`src/rtl/uial_pkg.sv`:
```
// Package with the constants and types of the user input alarm logic.
package uial_pkg;

  // Number of contact and virtual input pairs that can be selected.
  localparam int unsigned NUM_INPUTS = 14;
  localparam int unsigned SRC_W = 4;
  localparam int unsigned SYNC_STAGES = 2;

  // Reset values of the block's state.
  localparam logic RST_ASSERTED = 1'b0;
  localparam logic RST_EVT_VALID = 1'b0;
  localparam logic [SRC_W-1:0] RST_SRC = 4'h0;

  // Source index of the last selectable pair.
  localparam logic [SRC_W-1:0] SRC_LAST = 4'hd;

  // Feature function of the user input.
  typedef enum logic [1:0] {
    UIAL_FUNC_DISABLED = 2'b00,
    UIAL_FUNC_TRIP = 2'b01,
    UIAL_FUNC_ALARM = 2'b10,
    UIAL_FUNC_CONTROL = 2'b11
  } uial_func_e;

  // Assertion modes that combine the contact and its virtual input.
  typedef enum logic [3:0] {
    UIAL_MODE_CLOSED = 4'b0000,
    UIAL_MODE_OPEN = 4'b0001,
    UIAL_MODE_VON = 4'b0010,
    UIAL_MODE_VOFF = 4'b0011,
    UIAL_MODE_CL_AND_VON = 4'b0100,
    UIAL_MODE_CL_AND_VOFF = 4'b0101,
    UIAL_MODE_OP_AND_VON = 4'b0110,
    UIAL_MODE_OP_AND_VOFF = 4'b0111,
    UIAL_MODE_CL_OR_VON = 4'b1000
  } uial_mode_e;

  // Configuration of one user input.
  typedef struct packed {
    uial_func_e func;
    uial_mode_e mode;
    logic [SRC_W-1:0] src;
    logic name_set;
  } uial_cfg_s;

  // Event recorder entry written on each assertion.
  typedef struct packed {
    uial_func_e func;
    uial_mode_e mode;
    logic [SRC_W-1:0] src;
  } uial_evt_s;

  localparam uial_evt_s RST_EVT = '{UIAL_FUNC_DISABLED, UIAL_MODE_CLOSED,
                                    4'h0};

endpackage

```
`src/rtl/uial_sync.sv`:
```
// Two-stage synchroniser for a vector of asynchronous levels.
`timescale 1ns/10ps
module uial_sync #(
  parameter int unsigned WIDTH = 14
) (
  // Clock, reset and enable.
  input wire logic clk_in,
  input wire logic rst_n_in,
  input wire logic ce_in,
  // Levels.
  input wire logic [WIDTH-1:0] async_in,
  output logic [WIDTH-1:0] sync_out
);

  logic [WIDTH-1:0] meta_r;
  logic [WIDTH-1:0] meta_nxt;
  logic [WIDTH-1:0] sync_r;
  logic [WIDTH-1:0] sync_nxt;

  always_comb
  begin
    meta_nxt = meta_r;
    sync_nxt = sync_r;
    if (ce_in)
    begin
      meta_nxt = async_in;
      sync_nxt = meta_r;
    end
  end

  always_ff @(posedge clk_in or negedge rst_n_in)
  begin
    if (!rst_n_in)
    begin
      meta_r <= '0;
      sync_r <= '0;
    end
    else
    begin
      meta_r <= meta_nxt;
      sync_r <= sync_nxt;
    end
  end

  assign sync_out = sync_r;

endmodule

```
`src/rtl/uial_core.sv`:
```
// Assertion logic of one user input whose function is alarm.
`timescale 1ns/10ps
module uial_core #(
  parameter int unsigned NUM_INPUTS = uial_pkg::NUM_INPUTS
) (
  // Clock, reset and enable.
  input wire logic clk_in,
  input wire logic rst_n_in,
  input wire logic ce_in,
  // Field contacts and operator virtual inputs, asynchronous.
  input wire logic [NUM_INPUTS-1:0] contact_closed_in,
  input wire logic [NUM_INPUTS-1:0] virtual_on_in,
  // Setpoints of this user input.
  input wire uial_pkg::uial_cfg_s cfg_in,
  // Alarm state and auxiliary output 3.
  output logic asserted_out,
  output logic aux3_led_out,
  output logic aux3_relay_out,
  // Diagnostic message.
  output logic msg_show_out,
  output logic msg_named_out,
  // Event recorder.
  output logic evt_valid_out,
  output uial_pkg::uial_evt_s evt_out
);

  // Returns whether the mode is asserted for the given operands.
  function automatic logic mode_eval(uial_pkg::uial_mode_e mode,
                                     logic closed, logic von);
    logic res;
    res = 1'b0;
    unique case (mode)
      uial_pkg::UIAL_MODE_CLOSED: res = closed;
      uial_pkg::UIAL_MODE_OPEN: res = !closed;
      uial_pkg::UIAL_MODE_VON: res = von;
      uial_pkg::UIAL_MODE_VOFF: res = !von;
      uial_pkg::UIAL_MODE_CL_AND_VON: res = closed && von;
      uial_pkg::UIAL_MODE_CL_AND_VOFF: res = closed && !von;
      uial_pkg::UIAL_MODE_OP_AND_VON: res = !closed && von;
      uial_pkg::UIAL_MODE_OP_AND_VOFF: res = !closed && !von;
      uial_pkg::UIAL_MODE_CL_OR_VON: res = closed || von;
      // Unused mode codes never assert.
      default: res = 1'b0;
    endcase
    return res;
  endfunction

  // Picks one bit of a vector; an index past the last pair reads as zero.
  function automatic logic pick(logic [NUM_INPUTS-1:0] vec,
                                logic [uial_pkg::SRC_W-1:0] idx);
    logic res;
    res = 1'b0;
    if (idx <= uial_pkg::SRC_LAST)
    begin
      res = vec[idx];
    end
    return res;
  endfunction

  logic [NUM_INPUTS-1:0] contact_sync;
  logic [NUM_INPUTS-1:0] virtual_sync;
  logic closed_sel;
  logic von_sel;
  logic cond;

  logic asserted_r;
  logic asserted_nxt;
  logic named_r;
  logic named_nxt;
  logic evt_valid_r;
  logic evt_valid_nxt;
  uial_pkg::uial_evt_s evt_r;
  uial_pkg::uial_evt_s evt_nxt;

  // Both input vectors cross into the clock domain before use.
  uial_sync #(
    .WIDTH(2 * NUM_INPUTS)
  ) u_sync (
    .clk_in(clk_in),
    .rst_n_in(rst_n_in),
    .ce_in(ce_in),
    .async_in({contact_closed_in, virtual_on_in}),
    .sync_out({contact_sync, virtual_sync})
  );

  always_comb
  begin
    closed_sel = pick(contact_sync, cfg_in.src);
    von_sel = pick(virtual_sync, cfg_in.src);
    // Only the alarm function acts; other functions live elsewhere.
    cond = (cfg_in.func == uial_pkg::UIAL_FUNC_ALARM) &&
           mode_eval(cfg_in.mode, closed_sel, von_sel);
  end

  // The alarm state follows the condition each enabled cycle; the event entry changes only on a rise.
  always_comb
  begin
    asserted_nxt = asserted_r;
    named_nxt = named_r;
    evt_valid_nxt = evt_valid_r;
    evt_nxt = evt_r;
    if (ce_in)
    begin
      asserted_nxt = cond;
      named_nxt = cond && cfg_in.name_set;
      evt_valid_nxt = cond && !asserted_r;
      if (cond && !asserted_r)
      begin
        evt_nxt = '{cfg_in.func, cfg_in.mode, cfg_in.src};
      end
    end
  end

  always_ff @(posedge clk_in or negedge rst_n_in)
  begin
    if (!rst_n_in)
    begin
      asserted_r <= uial_pkg::RST_ASSERTED;
      named_r <= uial_pkg::RST_ASSERTED;
      evt_valid_r <= uial_pkg::RST_EVT_VALID;
      evt_r <= uial_pkg::RST_EVT;
    end
    else
    begin
      asserted_r <= asserted_nxt;
      named_r <= named_nxt;
      evt_valid_r <= evt_valid_nxt;
      evt_r <= evt_nxt;
    end
  end

  assign asserted_out = asserted_r;
  assign aux3_led_out = asserted_r;
  assign aux3_relay_out = asserted_r;
  assign msg_show_out = asserted_r;
  assign msg_named_out = named_r;
  // A frozen pulse is shown only while the block is enabled.
  assign evt_valid_out = evt_valid_r && ce_in;
  assign evt_out = evt_r;

  // Checking helpers: the setpoints as the evaluation saw them, and the selected contact at the pin.
  logic alarm_cfg;
  logic [uial_pkg::SRC_W-1:0] src_q;
  logic pin_closed;
  logic name_q;
  assign alarm_cfg = cfg_in.func == uial_pkg::UIAL_FUNC_ALARM;
  assign src_q = cfg_in.src;
  // The selected contact as it stands at the pin, before synchronising.
  assign pin_closed = pick(contact_closed_in, src_q);
  assign name_q = cfg_in.name_set;
endmodule

```
`config.mk`:
```
export PLATFORM = sky130hd
export DESIGN_NAME = uial_core
export DESIGN_NICKNAME = d
export VERILOG_FILES = /design/src/rtl/uial_pkg.sv /design/src/rtl/uial_sync.sv /design/src/rtl/uial_core.sv
export SDC_FILE = /design/constraint.sdc
export NUM_CORES = 1
export LEC_CHECK = 0
export ABC_AREA = 1
export BUFFER_PORTS_ARGS = -buffer_cell sky130_fd_sc_hd__buf_2
export CAP_MARGIN = 20
export CORE_MARGIN = 1
export CORE_UTILIZATION = 49
export DETAILED_ROUTE_END_ITERATION = 16
export PLACE_DENSITY = 0.75
export SLEW_MARGIN = 20
export SYNTH_ARGS = -nofsm -noshare
export SYNTH_HDL_FRONTEND = slang
export SYNTH_SLANG_ARGS = --single-unit
```
`constraint.sdc`:
```
create_clock -name clk_in -period 1.7 [get_ports clk_in]
set_clock_uncertainty 0.15 [all_clocks]
set_input_delay 0.17 -clock clk_in [delete_from_list [all_inputs] [get_ports clk_in]]
set_output_delay 0.17 -clock clk_in [all_outputs]
set_load 0.01 [all_outputs]
```
After elaboration in Yosys (flattened, before gate mapping)
Cells that the tools add are included.
{"block": "totals", "reg_bits": 69, "input_bits": 42, "output_inout_bits": 16, "word_cells": 40}
{"block": "op_classes", "magnitude_cmp": 2, "eq_ne": 9, "mux": 7, "n_reduce_logical": 14}
{"cell": "== test 4 x 3 -> 1 bit, second input constant", "n": 4}
{"cell": "case mux 1 bit (9 select lines)", "n": 1}
{"cell": "binary-select mux 1 bit (select 4 bit)", "n": 2}
{"cell": "== test 4 x 2 -> 1 bit, second input constant", "n": 2}
{"cell": "logical AND 1 bit", "n": 8}
{"cell": "less-than comparator 4 x 5 -> 1 bit, second input constant", "n": 1}
{"cell": "== test 4 x 1 -> 1 bit, second input constant", "n": 1}
{"cell": "== test 4 bit, second input constant", "n": 1}
{"cell": "less-or-equal comparator 4 bit, second input constant", "n": 1}
{"cell": "logical NOT 4 bit", "n": 1}
{"cell": "two-way mux 1 bit", "n": 4}
{"cell": "logical NOT 1 bit", "n": 3}
{"cell": "== test 2 bit, second input constant", "n": 1}
{"cell": "AND reduction 2 bit", "n": 1}
{"cell": "logical OR 1 bit", "n": 1}

Logic depth before layout (Yosys ltp)
{"block": "logic_depth", "ltp_word": 9, "depth_mapped": 17, "mapped_depth_nobuf": 15}

Hierarchy
Synthesis repeated with hierarchy kept, for this count alone.
{"block": "unflattened", "cells_unflattened": 399, "hier_area_um2": 3138.0}
{"module": "uial_sync", "n_inst": 1, "cells_per_inst": 237, "area_each_um2": 2129.5, "seq_area_each_um2": 1401.3}
{"module": "uial_core", "n_inst": 1, "cells_per_inst": 162, "area_each_um2": 1008.5, "seq_area_each_um2": 325.3}

Least setup slack after synthesis
No wires, ideal clock.
{"block": "synth_path", "path_type": "input to register", "start": "in cfg_in[2] in the netlist's numbering", "end": "reg evt_r, in the netlist evt_out[0]", "setup_ps": 118, "arrival_ps": 1420, "setup_slack_ps": 12, "cell_stages": 16, "path_cell_list": "buf_6 > nor2_2 > nand2_1 > nand3_1 > nand2_1 > clkinv_1 > nand2_1 > nand3_1 > nand2_1 > nor2_1 > nor2_2 > nand3_2 > nand3_1 > buf_6 > nand2_1 > nand2_1"}
{"block": "synth_via", "elab_chain_cells": 9, "word_cells_on_any_way": 18, "classes_between": "order compare (1); mux (7); reduce/logical (10)"}
{"item": "start, declared", "line": "uial_core.sv:14", "source": "input wire uial_pkg::uial_cfg_s cfg_in,"}
{"item": "binary-select mux 1 bit (select 4 bit)", "line": "uial_core.sv:55", "source": "res = vec[idx];"}
{"item": "two-way mux 1 bit (implied by the code)", "line": "uial_core.sv:55"}
{"item": "two-way mux 1 bit", "line": "uial_core.sv:53", "source": "if (idx <= uial_pkg::SRC_LAST)"}
{"item": "logical NOT 1 bit (on tied branches)"}
{"item": "logical AND 1 bit (on tied branches)", "line": "uial_core.sv:40, uial_core.sv:38, uial_core.sv:39"}
{"item": "case mux 1 bit (9 select lines) *", "line": "uial_core.sv:32", "source": "unique case (mode)"}
{"item": "logical AND 1 bit *", "line": "uial_core.sv:91", "source": "cond = (cfg_in.func == uial_pkg::UIAL_FUNC_ALARM) &&"}
{"item": "logical AND 1 bit *", "line": "uial_core.sv:107", "source": "if (cond && !asserted_r)"}
{"item": "AND reduction 2 bit (no line) *"}
{"item": "end signal, assigned", "line": "uial_core.sv:121", "source": "evt_r <= uial_pkg::RST_EVT;"}
{"item": "end signal, assigned", "line": "uial_core.sv:128", "source": "evt_r <= evt_nxt;"}
{"item": "end, declared", "line": "uial_core.sv:72", "source": "uial_pkg::uial_evt_s evt_r;"}
Mark *: on every way between the ends. The rest lies on a longest branch, timed or not. The select of a mux whose other input is x is not followed.
A chain may end at the register's enable or synchronous reset.

Worst setup path after layout
{"block": "layout_path", "start": "reg u_sync.sync_r[10], in the netlist u_sync.sync_out[10]", "end": "reg evt_r, in the netlist evt_out[4]"}
{"block": "layout_via", "elab_chain_cells": 9, "word_cells_on_any_way": 13, "classes_between": "mux (4); reduce/logical (9)"}
{"item": "start, declared", "line": "uial_sync.sv:17", "source": "logic [WIDTH-1:0] sync_r;"}
{"item": "start signal, assigned", "line": "uial_sync.sv:41", "source": "sync_r <= sync_nxt;"}
{"item": "binary-select mux 1 bit (select 4 bit) *", "line": "uial_core.sv:55"}
{"item": "two-way mux 1 bit (implied by the code) *", "line": "uial_core.sv:55"}
{"item": "two-way mux 1 bit *", "line": "uial_core.sv:53"}
{"item": "logical NOT 1 bit", "line": "uial_core.sv:36, uial_core.sv:38, uial_core.sv:40"}
{"item": "logical AND 1 bit (on tied branches)", "line": "uial_core.sv:40, uial_core.sv:38"}
{"item": "case mux 1 bit (9 select lines) *", "line": "uial_core.sv:32"}
{"item": "logical AND 1 bit *", "line": "uial_core.sv:91"}
{"item": "logical AND 1 bit *", "line": "uial_core.sv:107"}
{"item": "AND reduction 2 bit (no line) *"}
Marks and branches as above.

==> flow_metrics.env <==
export IMPL_drcViolationCount=0
export IMPL_die_h_microns=80.9
export IMPL_rows=28
export IMPL_power_density_nw_per_um2=984
export IMPL_h_tree_depth=3
export IMPL_grtUsageMet1=0.295
export IMPL_fin_nets=522
export IMPL_min_period_ns=1.84
export IMPL_first_iter_violations=180
export IMPL_synth_area_sq_um=3050
export IMPL_combPwrFrac=0.168
export IMPL_clock_latency_ns=0.35
export IMPL_final_hold_viol_count=0
export IMPL_max_freq_mhz=544
export IMPL_routabilityCongestion=0.869
export IMPL_worst_endpoint_required_ns=1.79
export IMPL_initial_core_util=0.512
export IMPL_slew_violations=0
export IMPL_die_w_microns=80.9
export IMPL_post_place_ws_ns=-0.269
export IMPL_power_leakage_uw=0.00222
export IMPL_power_net_switching_uw=1110
export IMPL_vias=2733
export IMPL_place_area_sq_um=3530
export IMPL_clock_path_buffers=2
export IMPL_synth_top_cell_by_area="dfrtp_1"
export IMPL_final_area_sq_um=4190
export IMPL_setup_viol=13
export IMPL_synth_top_area_share=0.567
export IMPL_drive_gt1_frac=0.280
export IMPL_synth_seq_cells=69
export IMPL_cts_root_buf="clkbuf_8"
export IMPL_violations="setup timing"
export IMPL_core_region_area_sq_um=5960
export IMPL_syn_num_nets=418
export IMPL_ys_warn_count=0
export IMPL_yosysSeqAreaShare=0.567
export IMPL_design_portCount=58
export IMPL_drtAntennaViolNets=0
export IMPL_avgSynthCellArea_sq_um=8.10
export IMPL_final_common_cell="nand2_1"
export IMPL_rsz0062_at_grt="true"
export IMPL_p_int_uw=3010
export IMPL_clock_sinks=69
export IMPL_hpwl_microns=4360
export IMPL_n_antenna_cell=0
export IMPL_fillerInstances=487
export IMPL_synthDistinctLibCells=22
export IMPL_port_buffers=57
export IMPL_routed_wl_microns=6910
export IMPL_cts_buffers_inserted=9
export IMPL_fin_ws_ns=-0.137
export IMPL_slew_headroom=0.579
export IMPL_antenna_found_initial=0
export IMPL_critical_path_class="flip-flop to flip-flop"
export IMPL_holdWs_ns=0.0551
export IMPL_synth_area_leaders="dfrtp_1, nand2_1, o21ai_0"
export IMPL_die_area_sq_um=6540
export IMPL_viasPerCell=4.88
export IMPL_grt_start_max_net_pins=72
export IMPL_cp_arrival_ns=1.93
export IMPL_fin_crit_sh=1.08
export IMPL_switching_share=0.269
export IMPL_gr_usage_all_layers=0.241
export IMPL_sequentialPowerShare=0.469
export IMPL_max_vdd_ir_drop_uv=564
export IMPL_end_kind="flip-flop"
export IMPL_cp_max_fo=6
export IMPL_met2_usage=0.395
export IMPL_area_growth_pct=37.5
export IMPL_grt_pass1_wl_microns=11700
export IMPL_start_kind="flip-flop"
export IMPL_hp_class="input port to flip-flop"
export IMPL_wl_per_cell_microns=12.3
export IMPL_clkTransAtPathRegs_ns=0.08
export IMPL_clkPwrFrac=0.364
export IMPL_syn_inst=376
export IMPL_tightest_slew_ns=0.622
export IMPL_met3_usage=0.0674
export IMPL_grt_busiest_layer="met2"
export IMPL_final_cell_mix="nand2_1, dfrtp_1, buf_2"
export IMPL_grt_pass1_vias=2680
export IMPL_drt_first_pass_iters=4
export IMPL_cts_tree="done"
export IMPL_grt_overflow=0
export IMPL_cap_violations=0
export IMPL_outcome="finished with violations"
[through the flow]
stage	std cells	setup TNS, ns	utilization	power, uW
floorplan	376	0	-	2260
global placement	509	-2.55	0.592	2510
detailed placement	509	-3.19	0.592	2540
CTS	559	-1.18	0.695	4110
global route	560	-3.30	0.703	4340
finish	560	-1.28	0.703	4120
[synthesized netlist by cell type, drive strengths merged]
library cell	count
nand2	165
clkinv	5
a21oi	2
o21ai	35
nor2	11
nor4b	1
nand4	11
nand3	25
nor3	1
inv	31
buf	9
clkbuf	11
dfrtp	69
[power groups by stage]
| stage | Clock, uW | Combinational (uW) | Sequential (uW) |
|---|---|---|---|
| 2_1_floorplan | 0 | 302 | 1960 |
| 3_3_place_gp | 0 | 573 | 1940 |
| 3_5_place_dp | 0 | 592 | 1950 |
| 4_1_cts | 1510 | 672 | 1930 |
| 5_1_grt | 1600 | 786 | 1950 |
| 6_report | 1500 | 691 | 1930 |
[path summary, 6_finish.rpt]
path,from,to,slack [ns],cells past startpoint
setup / recovery,u_sync.sync_out[10],evt_out[4],-0.14,15
hold reg to reg,evt_out[9],evt_out[9],0.31,2
hold / removal,cfg_in[2],evt_out[1],0.06,3
max in group asynchronous,rst_n_in,u_sync.meta_r[15],0.76,3
min in group asynchronous,rst_n_in,u_sync.meta_r[6],0.13,2
setup reg to reg,u_sync.sync_out[10],evt_out[4],-0.14,15
[timing repair]
| item | in CTS | in global routing |
|---|---|---|
| buffers inserted | 0 | 1 |
| gates resized for setup | 24 | 11 |
| gates cloned | 1 | 0 |
| hold endpoints to repair | 91 | 0 |
| endpoints found under the setup margin | 13 | 13 |
| hold buffers | 33 | 0 |
| pin swaps | 10 | 6 |
[area by class of cell]
| type | count | area [sq um] | area share |
|---|---|---|---|
| clock buffers | 10 | 138 | 0.0329 |
| clock inverters | 6 | 86.3 | 0.0206 |
| inverters | 36 | 136 | 0.0326 |
| multi-input cells | 251 | 1160 | 0.276 |
| flip-flops and latches | 69 | 1730 | 0.412 |
| well taps | 75 | 93.8 | 0.0224 |
| repair buffers | 113 | 850 | 0.203 |
[sequential cells by signal (all words and copies together), names as in the netlist]
name,cells
u_sync.sync_out,28
u_sync.meta_r,28
msg_named_out,1
evt_valid_r,1
asserted_out,1
evt_out,10
[worst max-delay path, cell delays in order (launching register included)]
cell and delay [ns]:
dfrtp_1 0.38, clkinv_1 0.06, nand2_1 0.06, nand3_2 0.06, nand4_1 0.09, nand2_2 0.10, nand2_2 0.08, nand2_2 0.06
nand2_1 0.05, nor2_1 0.11, nor2_2 0.05, nand3_2 0.10, nand3_4 0.09, buf_6 0.17, nand2_2 0.06, nand2_1 0.05
[per-layer routing]
layer  vias up  wire length (microns)  part of all wire
met5         -                      0                 0
met1      1265                   3110              0.45
met3        13                    327             0.047
li1       1382                      -                 -
met2        73                   3340              0.48
met4         0                    133             0.019
[logic make-up after synthesis]
kind of cell           count (synthesis)  synth area share
and+or+nand+nor                      214             0.293
DFF                                   69             0.567
buffers and inverters                 56            0.0793
AOI/OAI and AO/OA                     37            0.0608
No activity file was read; power rests on OpenSTA's default activity.
